**src/verilog/zcd_consts.vh**
```
`ifndef ZCD_CONSTS_VH
`define ZCD_CONSTS_VH

// Byte addresses of the registers; ZCD_ADDR_CONTROL and ZCD_IDX_CONTROL hold the word index.
`define ZCD_ADDR_CONTROL   12'h021F
`define ZCD_IDX_CONTROL    12'h021F
`define ZCD_ADDR_CTRL      14'h087C
`define ZCD_ADDR_STATUS    14'h0880
`define ZCD_ADDR_MASK      14'h0884
`define ZCD_ADDR_MODDIS    14'h0888
`define ZCD_AW             14

// Control register fields.
`define ZCD_BIT_SEN        7
`define ZCD_BIT_OUT        5
`define ZCD_BIT_POL        4
`define ZCD_BIT_RISE       1
`define ZCD_BIT_FALL       0
`define ZCD_CTRL_RESET     8'h00

// Status and mask fields.
`define ZCD_ST_CROSS       0
`define ZCD_ST_POLCHG      1
`define ZCD_ST_W           2
`define ZCD_MASK_RESET     2'h0

// Synchroniser depth.
`define ZCD_SYNC_STAGES    2

`endif

```
**src/verilog/zcd_sync.v**
```verilog
`timescale 1ns/100ps
`default_nettype none
`include "zcd_consts.vh"

module zcd_sync
(
  // Clock and reset
  input  wire hclk,
  input  wire hresetn,
  // Asynchronous level in, synchronous level out
  input  wire async_in,
  output wire sync_out
);

  reg [`ZCD_SYNC_STAGES-1:0] stage;

  always @(posedge hclk or negedge hresetn)
  begin
    if (!hresetn)
      stage <= {`ZCD_SYNC_STAGES{1'b0}};
    else
      stage <= {stage[`ZCD_SYNC_STAGES-2:0], async_in};
  end

  assign sync_out = stage[`ZCD_SYNC_STAGES-1];

endmodule // zcd_sync

`default_nettype wire

```
**src/verilog/zcd_top.v**
```verilog
// Design decision made here: the AHB-Lite register port.
`timescale 1ns/100ps
`default_nettype none
`include "zcd_consts.vh"

// Overview of operation
// Detector and interrupts run during Sleep.
// Config bit zero: active from reset; the code turns it on at the third clock after reset.
// Config bit zero: software enable ignored.
// Config one, enable set: detector drives pin.
// Config one, enable clear: pin released.
// Module-disable bit disables, subject to config.
// Output bit 5 high while sinking.
// Polarity bit 4 inverts output.
// Rising enable bit 1 flags rising edges.
// Falling enable bit 0 flags falling edges.
// Disabled edge direction leaves flag alone.
// Control bits reset to zero.
// Polarity change raises detector interrupt.
// Edge during clear keeps flag set.
// Comparator output double-synchronised before edges.
module zcd_top
(
  // AHB-Lite slave
  input  wire        hclk,
  input  wire        hresetn,
  input  wire        hsel,
  input  wire [31:0] haddr,
  input  wire [1:0]  htrans,
  input  wire        hwrite,
  input  wire [2:0]  hsize,
  input  wire [31:0] hwdata,
  input  wire        hready,
  output reg  [31:0] hrdata,
  output wire        hreadyout,
  output wire        hresp,
  // Analog detector side
  input  wire        config_bit_n,
  input  wire        sleep_mode,
  input  wire        comparator_sink,
  output wire        detector_active,
  output wire        detector_out,
  // Interrupt
  output wire        irq
);

  reg        sw_enable_bit;
  reg        polarity_select;
  reg        rise_event_enable;
  reg        fall_event_enable;
  reg        module_disable_bit;
  reg [`ZCD_ST_W-1:0] status;
  reg [`ZCD_ST_W-1:0] mask;
  reg        prev_out;
  reg        out_valid;
  reg        config_lat;
  reg        config_seen;
  reg  [1:0] cfg_wait;
  reg        active_sel;
  reg [31:0] next_rdata;
  reg        dp_write;
  reg        dp_read;
  reg [13:0] dp_addr;

  wire       sink_sync;
  wire       cfg_sync_n;
  wire       addr_phase;
  wire       rd_addr_phase;
  wire       wr_ctrl;
  wire       wr_moddis;
  wire       wr_mask;
  wire       rd_status;
  wire       rise_evt;
  wire       fall_evt;
  wire       pol_evt;
  wire [31:0] wdat;
  wire [`ZCD_ST_W-1:0] set_bits;
  wire [`ZCD_ST_W-1:0] next_status;

  // comparator synchroniser
  zcd_sync u_sync
  (
    .hclk     (hclk),
    .hresetn  (hresetn),
    .async_in (comparator_sink),
    .sync_out (sink_sync)
  );

  // fuse level synchronised
  // The fuse is a level from outside the clock domain, so it gets the
  // same two-flop treatment as the comparator before any logic reads it.
  zcd_sync u_cfg_sync
  (
    .hclk     (hclk),
    .hresetn  (hresetn),
    .async_in (config_bit_n),
    .sync_out (cfg_sync_n)
  );

  // The fuse is caught once, only after the synchroniser has filled.
  // Until then the enable falls back to the software path, which is off
  // after reset, so the pin is never driven from a half-settled level.
  always @(posedge hclk or negedge hresetn)
  begin
    if (!hresetn)
    begin
      cfg_wait    <= 2'h0;
      config_lat  <= 1'b0;
      config_seen <= 1'b0;
    end
    else
    begin
      if (cfg_wait != 2'h2)
        cfg_wait <= cfg_wait + 2'h1;
      if ((cfg_wait == 2'h2) && !config_seen)
      begin
        config_lat  <= ~cfg_sync_n;
        config_seen <= 1'b1;
      end
    end
  end

  // active from the fuse latch, third clock after reset, when fuse clear
  // enable ignored when fuse clear
  // software enable drives pin
  // pin released when disabled
  // module disable gated by fuse
  // no sleep gating applied
  // A cleared fuse wins over every software bit, so firmware can never
  // switch off a detector that the board relies on from power-up.
  always @*
  begin
    active_sel = 1'b0;
    if (config_lat)
      active_sel = 1'b1;
    else if (module_disable_bit)
      active_sel = 1'b0;
    else
      active_sel = sw_enable_bit;
  end

  assign detector_active = active_sel;

  // output reads sink state
  // polarity inverts output
  assign detector_out = sink_sync ^ polarity_select;

  // Zero wait states: every transfer is taken in its address phase and
  // answered in the following cycle, always with an OKAY response.
  assign addr_phase    = hsel & hready & htrans[1];
  assign rd_addr_phase = addr_phase & ~hwrite;
  assign hreadyout  = 1'b1;
  assign hresp      = 1'b0;
  assign wdat       = hwdata;

  always @(posedge hclk or negedge hresetn)
  begin
    if (!hresetn)
    begin
      dp_write <= 1'b0;
      dp_read  <= 1'b0;
      dp_addr  <= 14'h0000;
    end
    else
    begin
      dp_write <= addr_phase & hwrite;
      dp_read  <= addr_phase & ~hwrite;
      dp_addr  <= haddr[13:0];
    end
  end

  assign wr_ctrl   = dp_write & (dp_addr == `ZCD_ADDR_CTRL);
  assign wr_moddis = dp_write & (dp_addr == `ZCD_ADDR_MODDIS);
  assign wr_mask   = dp_write & (dp_addr == `ZCD_ADDR_MASK);
  assign rd_status = dp_read & (dp_addr == `ZCD_ADDR_STATUS);

  // control bits reset to zero
  // The output bit is not stored here; it is read live from the pin.
  always @(posedge hclk or negedge hresetn)
  begin
    if (!hresetn)
    begin
      sw_enable_bit     <= 1'b0;
      polarity_select   <= 1'b0;
      rise_event_enable <= 1'b0;
      fall_event_enable <= 1'b0;
    end
    else if (wr_ctrl)
    begin
      sw_enable_bit     <= wdat[`ZCD_BIT_SEN];
      polarity_select   <= wdat[`ZCD_BIT_POL];
      rise_event_enable <= wdat[`ZCD_BIT_RISE];
      fall_event_enable <= wdat[`ZCD_BIT_FALL];
    end
  end

  // module disable register
  always @(posedge hclk or negedge hresetn)
  begin
    if (!hresetn)
      module_disable_bit <= 1'b0;
    else if (wr_moddis)
      module_disable_bit <= wdat[0];
  end

  // Interrupt mask, same layout as the status register.
  always @(posedge hclk or negedge hresetn)
  begin
    if (!hresetn)
      mask <= `ZCD_MASK_RESET;
    else if (wr_mask)
      mask <= wdat[`ZCD_ST_W-1:0];
  end

  // Polarity flips move the output too; out_valid skips the first sample.
  always @(posedge hclk or negedge hresetn)
  begin
    if (!hresetn)
    begin
      prev_out  <= 1'b0;
      out_valid <= 1'b0;
    end
    else
    begin
      prev_out  <= detector_out;
      out_valid <= 1'b1;
    end
  end

  // rising edge sets flag
  assign rise_evt = out_valid & rise_event_enable & detector_out & ~prev_out;
  // falling edge sets flag
  assign fall_evt = out_valid & fall_event_enable & ~detector_out & prev_out;
  // disabled direction ignored
  // polarity change interrupts
  assign pol_evt  = wr_ctrl & (wdat[`ZCD_BIT_POL] != polarity_select);

  assign set_bits = {pol_evt, rise_evt | fall_evt};

  // set wins over read clear
  // A read clears only the bits that it actually returned, so an event
  // that lands between the capture of the word and the clear survives.
  genvar gi;
  generate
    for (gi = 0; gi < `ZCD_ST_W; gi = gi + 1)
    begin : g_status
      assign next_status[gi] = (status[gi] & ~(rd_status & hrdata[gi])) | set_bits[gi];

      always @(posedge hclk or negedge hresetn)
      begin
        if (!hresetn)
          status[gi] <= 1'b0;
        else
          status[gi] <= next_status[gi];
      end
    end
  endgenerate

  assign irq = |(status & mask);

  // The read word is built in the address phase and registered, so that
  // hrdata comes straight from flip-flops at no cost in latency. A read
  // issued directly behind a write to the same register returns the value
  // from before that write; software should leave one idle cycle.
  always @*
  begin
    next_rdata = 32'h0000_0000;
    if (rd_addr_phase)
    begin
      case (haddr[13:0])
        `ZCD_ADDR_CTRL:
        begin
          next_rdata[`ZCD_BIT_SEN]  = sw_enable_bit;
          next_rdata[`ZCD_BIT_OUT]  = detector_out;
          next_rdata[`ZCD_BIT_POL]  = polarity_select;
          next_rdata[`ZCD_BIT_RISE] = rise_event_enable;
          next_rdata[`ZCD_BIT_FALL] = fall_event_enable;
        end
        `ZCD_ADDR_STATUS: next_rdata[`ZCD_ST_W-1:0] = status;
        `ZCD_ADDR_MASK:   next_rdata[`ZCD_ST_W-1:0] = mask;
        `ZCD_ADDR_MODDIS: next_rdata[0] = module_disable_bit;
        default:          next_rdata = 32'h0000_0000;
      endcase
    end
  end

  // Read data stands for the data phase only and is zero otherwise.
  always @(posedge hclk or negedge hresetn)
  begin
    if (!hresetn)
      hrdata <= 32'h0000_0000;
    else
      hrdata <= next_rdata;
  end

endmodule // zcd_top

`default_nettype wire
```
**config.mk**
```make
export PLATFORM = sky130hd
export DESIGN_NAME = zcd_top
export DESIGN_NICKNAME = d
export VERILOG_FILES = /design/src/verilog/zcd_sync.v /design/src/verilog/zcd_top.v
export VERILOG_INCLUDE_DIRS = /design/src /design/src/verilog
export SDC_FILE = /design/constraint.sdc
export NUM_CORES = 1
export LEC_CHECK = 0
export ABC_AREA = 1
export BUFFER_PORTS_ARGS = -buffer_cell sky130_fd_sc_hd__buf_4
export CAP_MARGIN = 25
export CORE_UTILIZATION = 38
export CTS_CLUSTER_SIZE = 28
export DETAILED_ROUTE_END_ITERATION = 8
export GPL_TIMING_DRIVEN = 0
export PLACE_DENSITY = 0.79
export SETUP_SLACK_MARGIN = 0.15
export SYNTH_ARGS = -nofsm -noshare
export SYNTH_HDL_FRONTEND = slang
export SYNTH_HIERARCHICAL = 1
export SYNTH_SLANG_ARGS = --single-unit
```
**constraint.sdc**
```tcl
create_clock -name hclk -period 1 [get_ports hclk]
set_input_delay 0.2 -clock hclk [delete_from_list [all_inputs] [get_ports hclk]]
set_output_delay 0.2 -clock hclk [all_outputs]
set_load 0.05 [all_outputs]
```
Yosys cells after proc, flatten, opt, wreduce, memory -nomap -nowiden
Cells that the tools add are included.
- add/subtract/negate cells: 1
- $mul: 0
- div/mod/pow operators: 0
- magnitude comparators: 0
- equality and inequality tests: 11
- shifts and indexed selects: 0
- mux-type cells: 7
- bitwise operators: 30
- reduce and logical (&&, ||, !) cells: 3
- operators by type and width (operator ; count):
    equality test 14 x 12 -> 1 bit (second input constant) ; 8
    bitwise AND 1 bit ; 19
    2-to-1 mux 8 bit ; 1
    inverter 1 bit ; 6
    case mux 1 bit (4 select lines) ; 1
    2-to-1 mux 1 bit ; 3
    OR 1 bit ; 3
    case mux 1 bit (3 select lines) ; 1
    adder 2 x 1 -> 2 bit (second input constant) ; 1
    bitwise AND 2 bit ; 1
    equality test 2 bit (second input constant) ; 1
    2-to-1 mux 2 bit ; 1
    != test 2 bit (second input constant) ; 1
    OR reduction 2 bit ; 1
    logical AND 1 bit ; 1
    zero test 1 bit ; 1
    != test 1 bit ; 1
    bitwise XOR 1 bit ; 1
- flip-flop bits (word level): 43
- bits in latches: 0
- memory bits (writable): 0
- ROM bits: 0
- word-level logic and storage cells: 71
- memories: 0

Depth between registers and ports, before layout
- word-level depth: 6
- gate-level depth with buffers: 8
- depth with buffers taken out: 8

Hierarchy
The synthesis kept the hierarchy.
- modules (own cells, without submodules) (module ; instances ; cells an instance ; area an instance (um2) ; sequential area each (um2)):
    zcd_top ; 1 ; 189 ; 1746.7 ; 900.9
    zcd_sync ; 2 ; 2 ; 50.0 ; 50.0

Least setup slack after synthesis
No wires, ideal clock.
- kind: register to register
- from: register polarity_select
- to: register status[0]
- setup time: 0.065 ns
- arrival: 1.280 ns
- setup slack: -0.344 ns
- cell stages (with the launch flop): 6
- clock period less this slack: 1.344 ns
- path through: dfrtp_1 -> xor2_2 -> nand4_1 -> nand2_1 -> inv_1 -> nand2_1
- cells in the longest elaborated chain, start to end: 6
- elaborated cells on any way between the ends: 8
- RTL lines (item ; line ; RTL):
    start: declaration ; zcd_top.v:48 ; reg polarity_select;
    start signal: assignment ; zcd_top.v:191 ; polarity_select <= wdat[`ZCD_BIT_POL];
    bitwise XOR 1 bit * ; zcd_top.v:146 ; assign detector_out = sink_sync ^ polarity_select;
    net detector_out ; zcd_top.v:42 ; output wire detector_out,
    inverter 1 bit ; zcd_top.v:233 ; assign fall_evt = out_valid & fall_event_enable & ~detector_out & prev_out;
    bitwise AND 1 bit (2 in a row) ; zcd_top.v:233 ;
    OR 1 bit * ; zcd_top.v:238 ; assign set_bits = {pol_evt, rise_evt | fall_evt};
    OR 1 bit * ; zcd_top.v:247 ; assign next_status[gi] = (status[gi] & ~(rd_status & hrdata[gi])) | set_bits[gi];
    net next_status[0] ; zcd_top.v:78 ; wire [`ZCD_ST_W-1:0] next_status;
    end signal: indexed assignment ; zcd_top.v:254 ; status[gi] <= next_status[gi];
    end: declaration ; zcd_top.v:52 ; reg [`ZCD_ST_W-1:0] status;
Mark *: on every way through the listed nets, which the timed path passes. The rest lies on a longest branch.
A chain may end at the register's enable or synchronous reset.

Final worst setup path
- from: register mask[1]
- to: output irq
- cells in the longest elaborated chain, start to end: 2
- RTL lines (item ; line ; RTL):
    start: declaration ; zcd_top.v:53 ; reg [`ZCD_ST_W-1:0] mask;
    start signal: assignment ; zcd_top.v:210 ; mask <= `ZCD_MASK_RESET;
    start signal: assignment ; zcd_top.v:212 ; mask <= wdat[`ZCD_ST_W-1:0];
    bitwise AND 2 bit ; zcd_top.v:259 ; assign irq = |(status & mask);
    OR reduction 2 bit ; zcd_top.v:259 ;
    end: declaration ; zcd_top.v:44 ; output wire irq
Every way passes these cells.

==> impl_metrics.toml <==
[clock_tree]
htreeDepth = 2
cts-root-buf = "clkbuf_8"
tritoncts = "built"
insertion_delay_ps = 300
clkTransAtPathRegs_ps = 80
cts_buffers = 5
clockBufferDepth = 2
clock-sinks = 40

[route]
routed_wl_um = 3920
dr.pass1.iters = 4
initialDrtViolationCount = 103
vias_per_cell = 4.28
drc_errors = 0
num_vias = 1424
ant_nets = 0
avgRoutedWirePerCell_um = 11.8

[job]
drv_cap = 0

[final_layout]
area.growth.synth_to_final_pct = 48.0
fin_cells = 333
fin_area_um2 = 2730
fin_nets = 358
diodes = 0
n_fill_cell = 381
drive_gt1_share_pct = 45.6

[sta]
fin_crit_sh_pct = 130
fin_skew_ps = 4.50
whs_ps = 14.0
finalSetupViolCount = 17
setup_ws_ps = -303
drv_slew = 0
timing.fmax_ghz = 0.768
tns_ps = -2370
grt_setup_unrepaired = "yes"
min_period_ps = 1300
final-hold-violation-count = 0

[floorplan]
dieArea_um2 = 5140
die_h_um = 71.7
die_x_um = 71.7
initial_utilization_pct = 41.0
num_rows = 24
coreArea_um2 = 4500
ios = 114

[global_route]
antenna_found_initial = 0
grt-ovfl-total = 0
use_met3_pct = 5.49
grt_usage_pct = 15.9
grt_pass1_wl_um = 6180
gr-max-usage-layer = "met2"
grt.met1_usage_pct = 18.2
grt_max_degree = 41
grt_pass1_vias = 1379
grt_use_met2_pct = 27.5

[critical_path]
slowest_delay_ps = 400
startpoint = "mask[1]$_DFFE_PN0P_"
worstSetupPathType = "flip-flop to primary output"
worstPathMaxFanout = 2
path_buf_inv = 1
crit_path_end_kind = "primary output"
cp_data_arrival_time_ps = 1100
reg2reg_setup_slack_ps = -180
slowest_stage = "dfrtp_1"
worst_ep_required_time_ps = 800
cp_top_family = "flip-flops"
cp_cell_sequence = "a22o_4, buf_6"
critPathLaunchType = "flip-flop"
r2r_start = "dp_addr[0]$_DFF_PN0_"

[yosys]
synth_ff_type = "dfrtp_1"
synthCells = 193
synth_top_area_share_pct = 54.2
synth.avg_cell_area_um2 = 9.57
synth_area_um2 = 1850
yosys.area.top_type = "dfrtp_1"
synth_seq_cells = 40
synth_cell_types = 27
ys_warn_count = 6
async_reset_ff_share_pct = 100
synth.top_cells.by_count = "dfrtp_1, nand2_1, buf_4"
seq_area_frac_synth_pct = 54.2
yosysMostFrequentCell = "dfrtp_1"
synth-edff-count = 0
ys_top_cells_by_area = "dfrtp_1, buf_4, nand2_1"

[placed_design]
placedCellCount = 306
place.port_buffers = 33
place_congestion = 0.847
dp_hpwl_um = 2610
dpl_cell_area_um2 = 2320
place_ws_ps = -203

[run_status]
violations = "negative setup slack"
status = "complete, but fails checks"

[power_and_ir_drop]
p_leak_nw = 1.37
ir_drop_v = 0.000828
p_per_area_nw_per_um2 = 1260

[worst_hold_path]
hold_path_startpoint = "haddr[10]"
hold_class = "input port to flip-flop"
==> state kept, by name (all words and copies together), names as in the netlist, 2 cells and up <==
name and count:
status 2, u_cfg_sync/stage 2, mask 2, u_sync/stage 2
dp_addr 14, cfg_wait 2, hrdata 5
==> cells in the final DEF (no fill, tap or decap), types with 2 or more instances in the layout <==
cell type      Yosys  final
buf_4             29     65
dfrtp_1           40     37
nand2_1           39     36
conb_1             2     30
inv_1             20     16
buf_6              0     12
nor2_1            18     10
nand3_1           12      9
nor2_2             2      8
nand4_1            7      7
clkbuf_8           0      6
nand2_2            1      4
inv_2              0      4
dlygate4sd3_1      0      4
nor2_4             1      3
nor3_4             2      3
nand3_2            1      3
dfrtp_2            0      3
a21oi_2            0      2
clkinvlp_4         0      2
==> final timing paths <==
| kind | endpoint | cells past startpoint |
|---|---|---|
| worst max-delay path | irq | 2 |
| worst min register to register | u_sync/stage[1]$_DFF_PN0_ | 0 |
| worst min-delay path | dp_addr[10]$_DFF_PN0_ | 1 |
| min in group asynchronous | u_cfg_sync/stage[0]$_DFF_PN0_ | 2 |
| worst max register to register | mask[1]$_DFFE_PN0P_ | 6 |
| max in group asynchronous | module_disable_bit$_DFFE_PN0P_ | 2 |
==> metal layers <==
metal  wire [um]  up-vias
met1        1500      648
met3         251        7
met2        2110       50
met5           0        -
met4          56        0
li1            -      719
==> area by class of cell <==
type                       instances  area, um2  share of cell area, %
buffer                            29        218                   7.97
sequential                        40       1000                   36.8
clock buffer                       6       82.6                   3.02
multi-input combinational        132        827                   30.3
inverter                          20       75.1                   2.75
clock inverter                     2       15.0                  0.549
timing repair buffer              52        445                   16.3
tap                               52       65.1                   2.38
==> kinds of logic after synthesis <==
kind of cell	count (synthesis)	synth area share [%]
buf+inv	49	15.9
xor+xnor	4	2.30
fa+ha+maj	1	0.677
flops	40	54.2
compound gates	7	2.30
simple gates	90	24.3
other cells	2	0.407
==> report_power, final <==
part           internal (mW)  total [mW]  switching (mW)
logic                  0.214       0.612           0.398
registers               1.66        1.69          0.0275
clock network          0.558        1.13           0.576
==> through the flow <==
step | util [%] | total power [mW]
after floorplan | - | 2.13
after global placement | 51.5 | 2.27
after detailed placement | 51.5 | 2.27
after CTS | 57.6 | 3.43
after global routing | 60.7 | 3.58
final | 60.7 | 3.43
==> repair_timing <==
action | CTS | global route
resized for setup | 22 | 19
hold buffers | 3 | 1
pin swaps | 9 | 11
endpoints found under the hold margin | 42 | 1
endpoints found under the setup margin | 24 | 67
setup buffers | 9 | 6
Power figures use the tool's default switching activity.
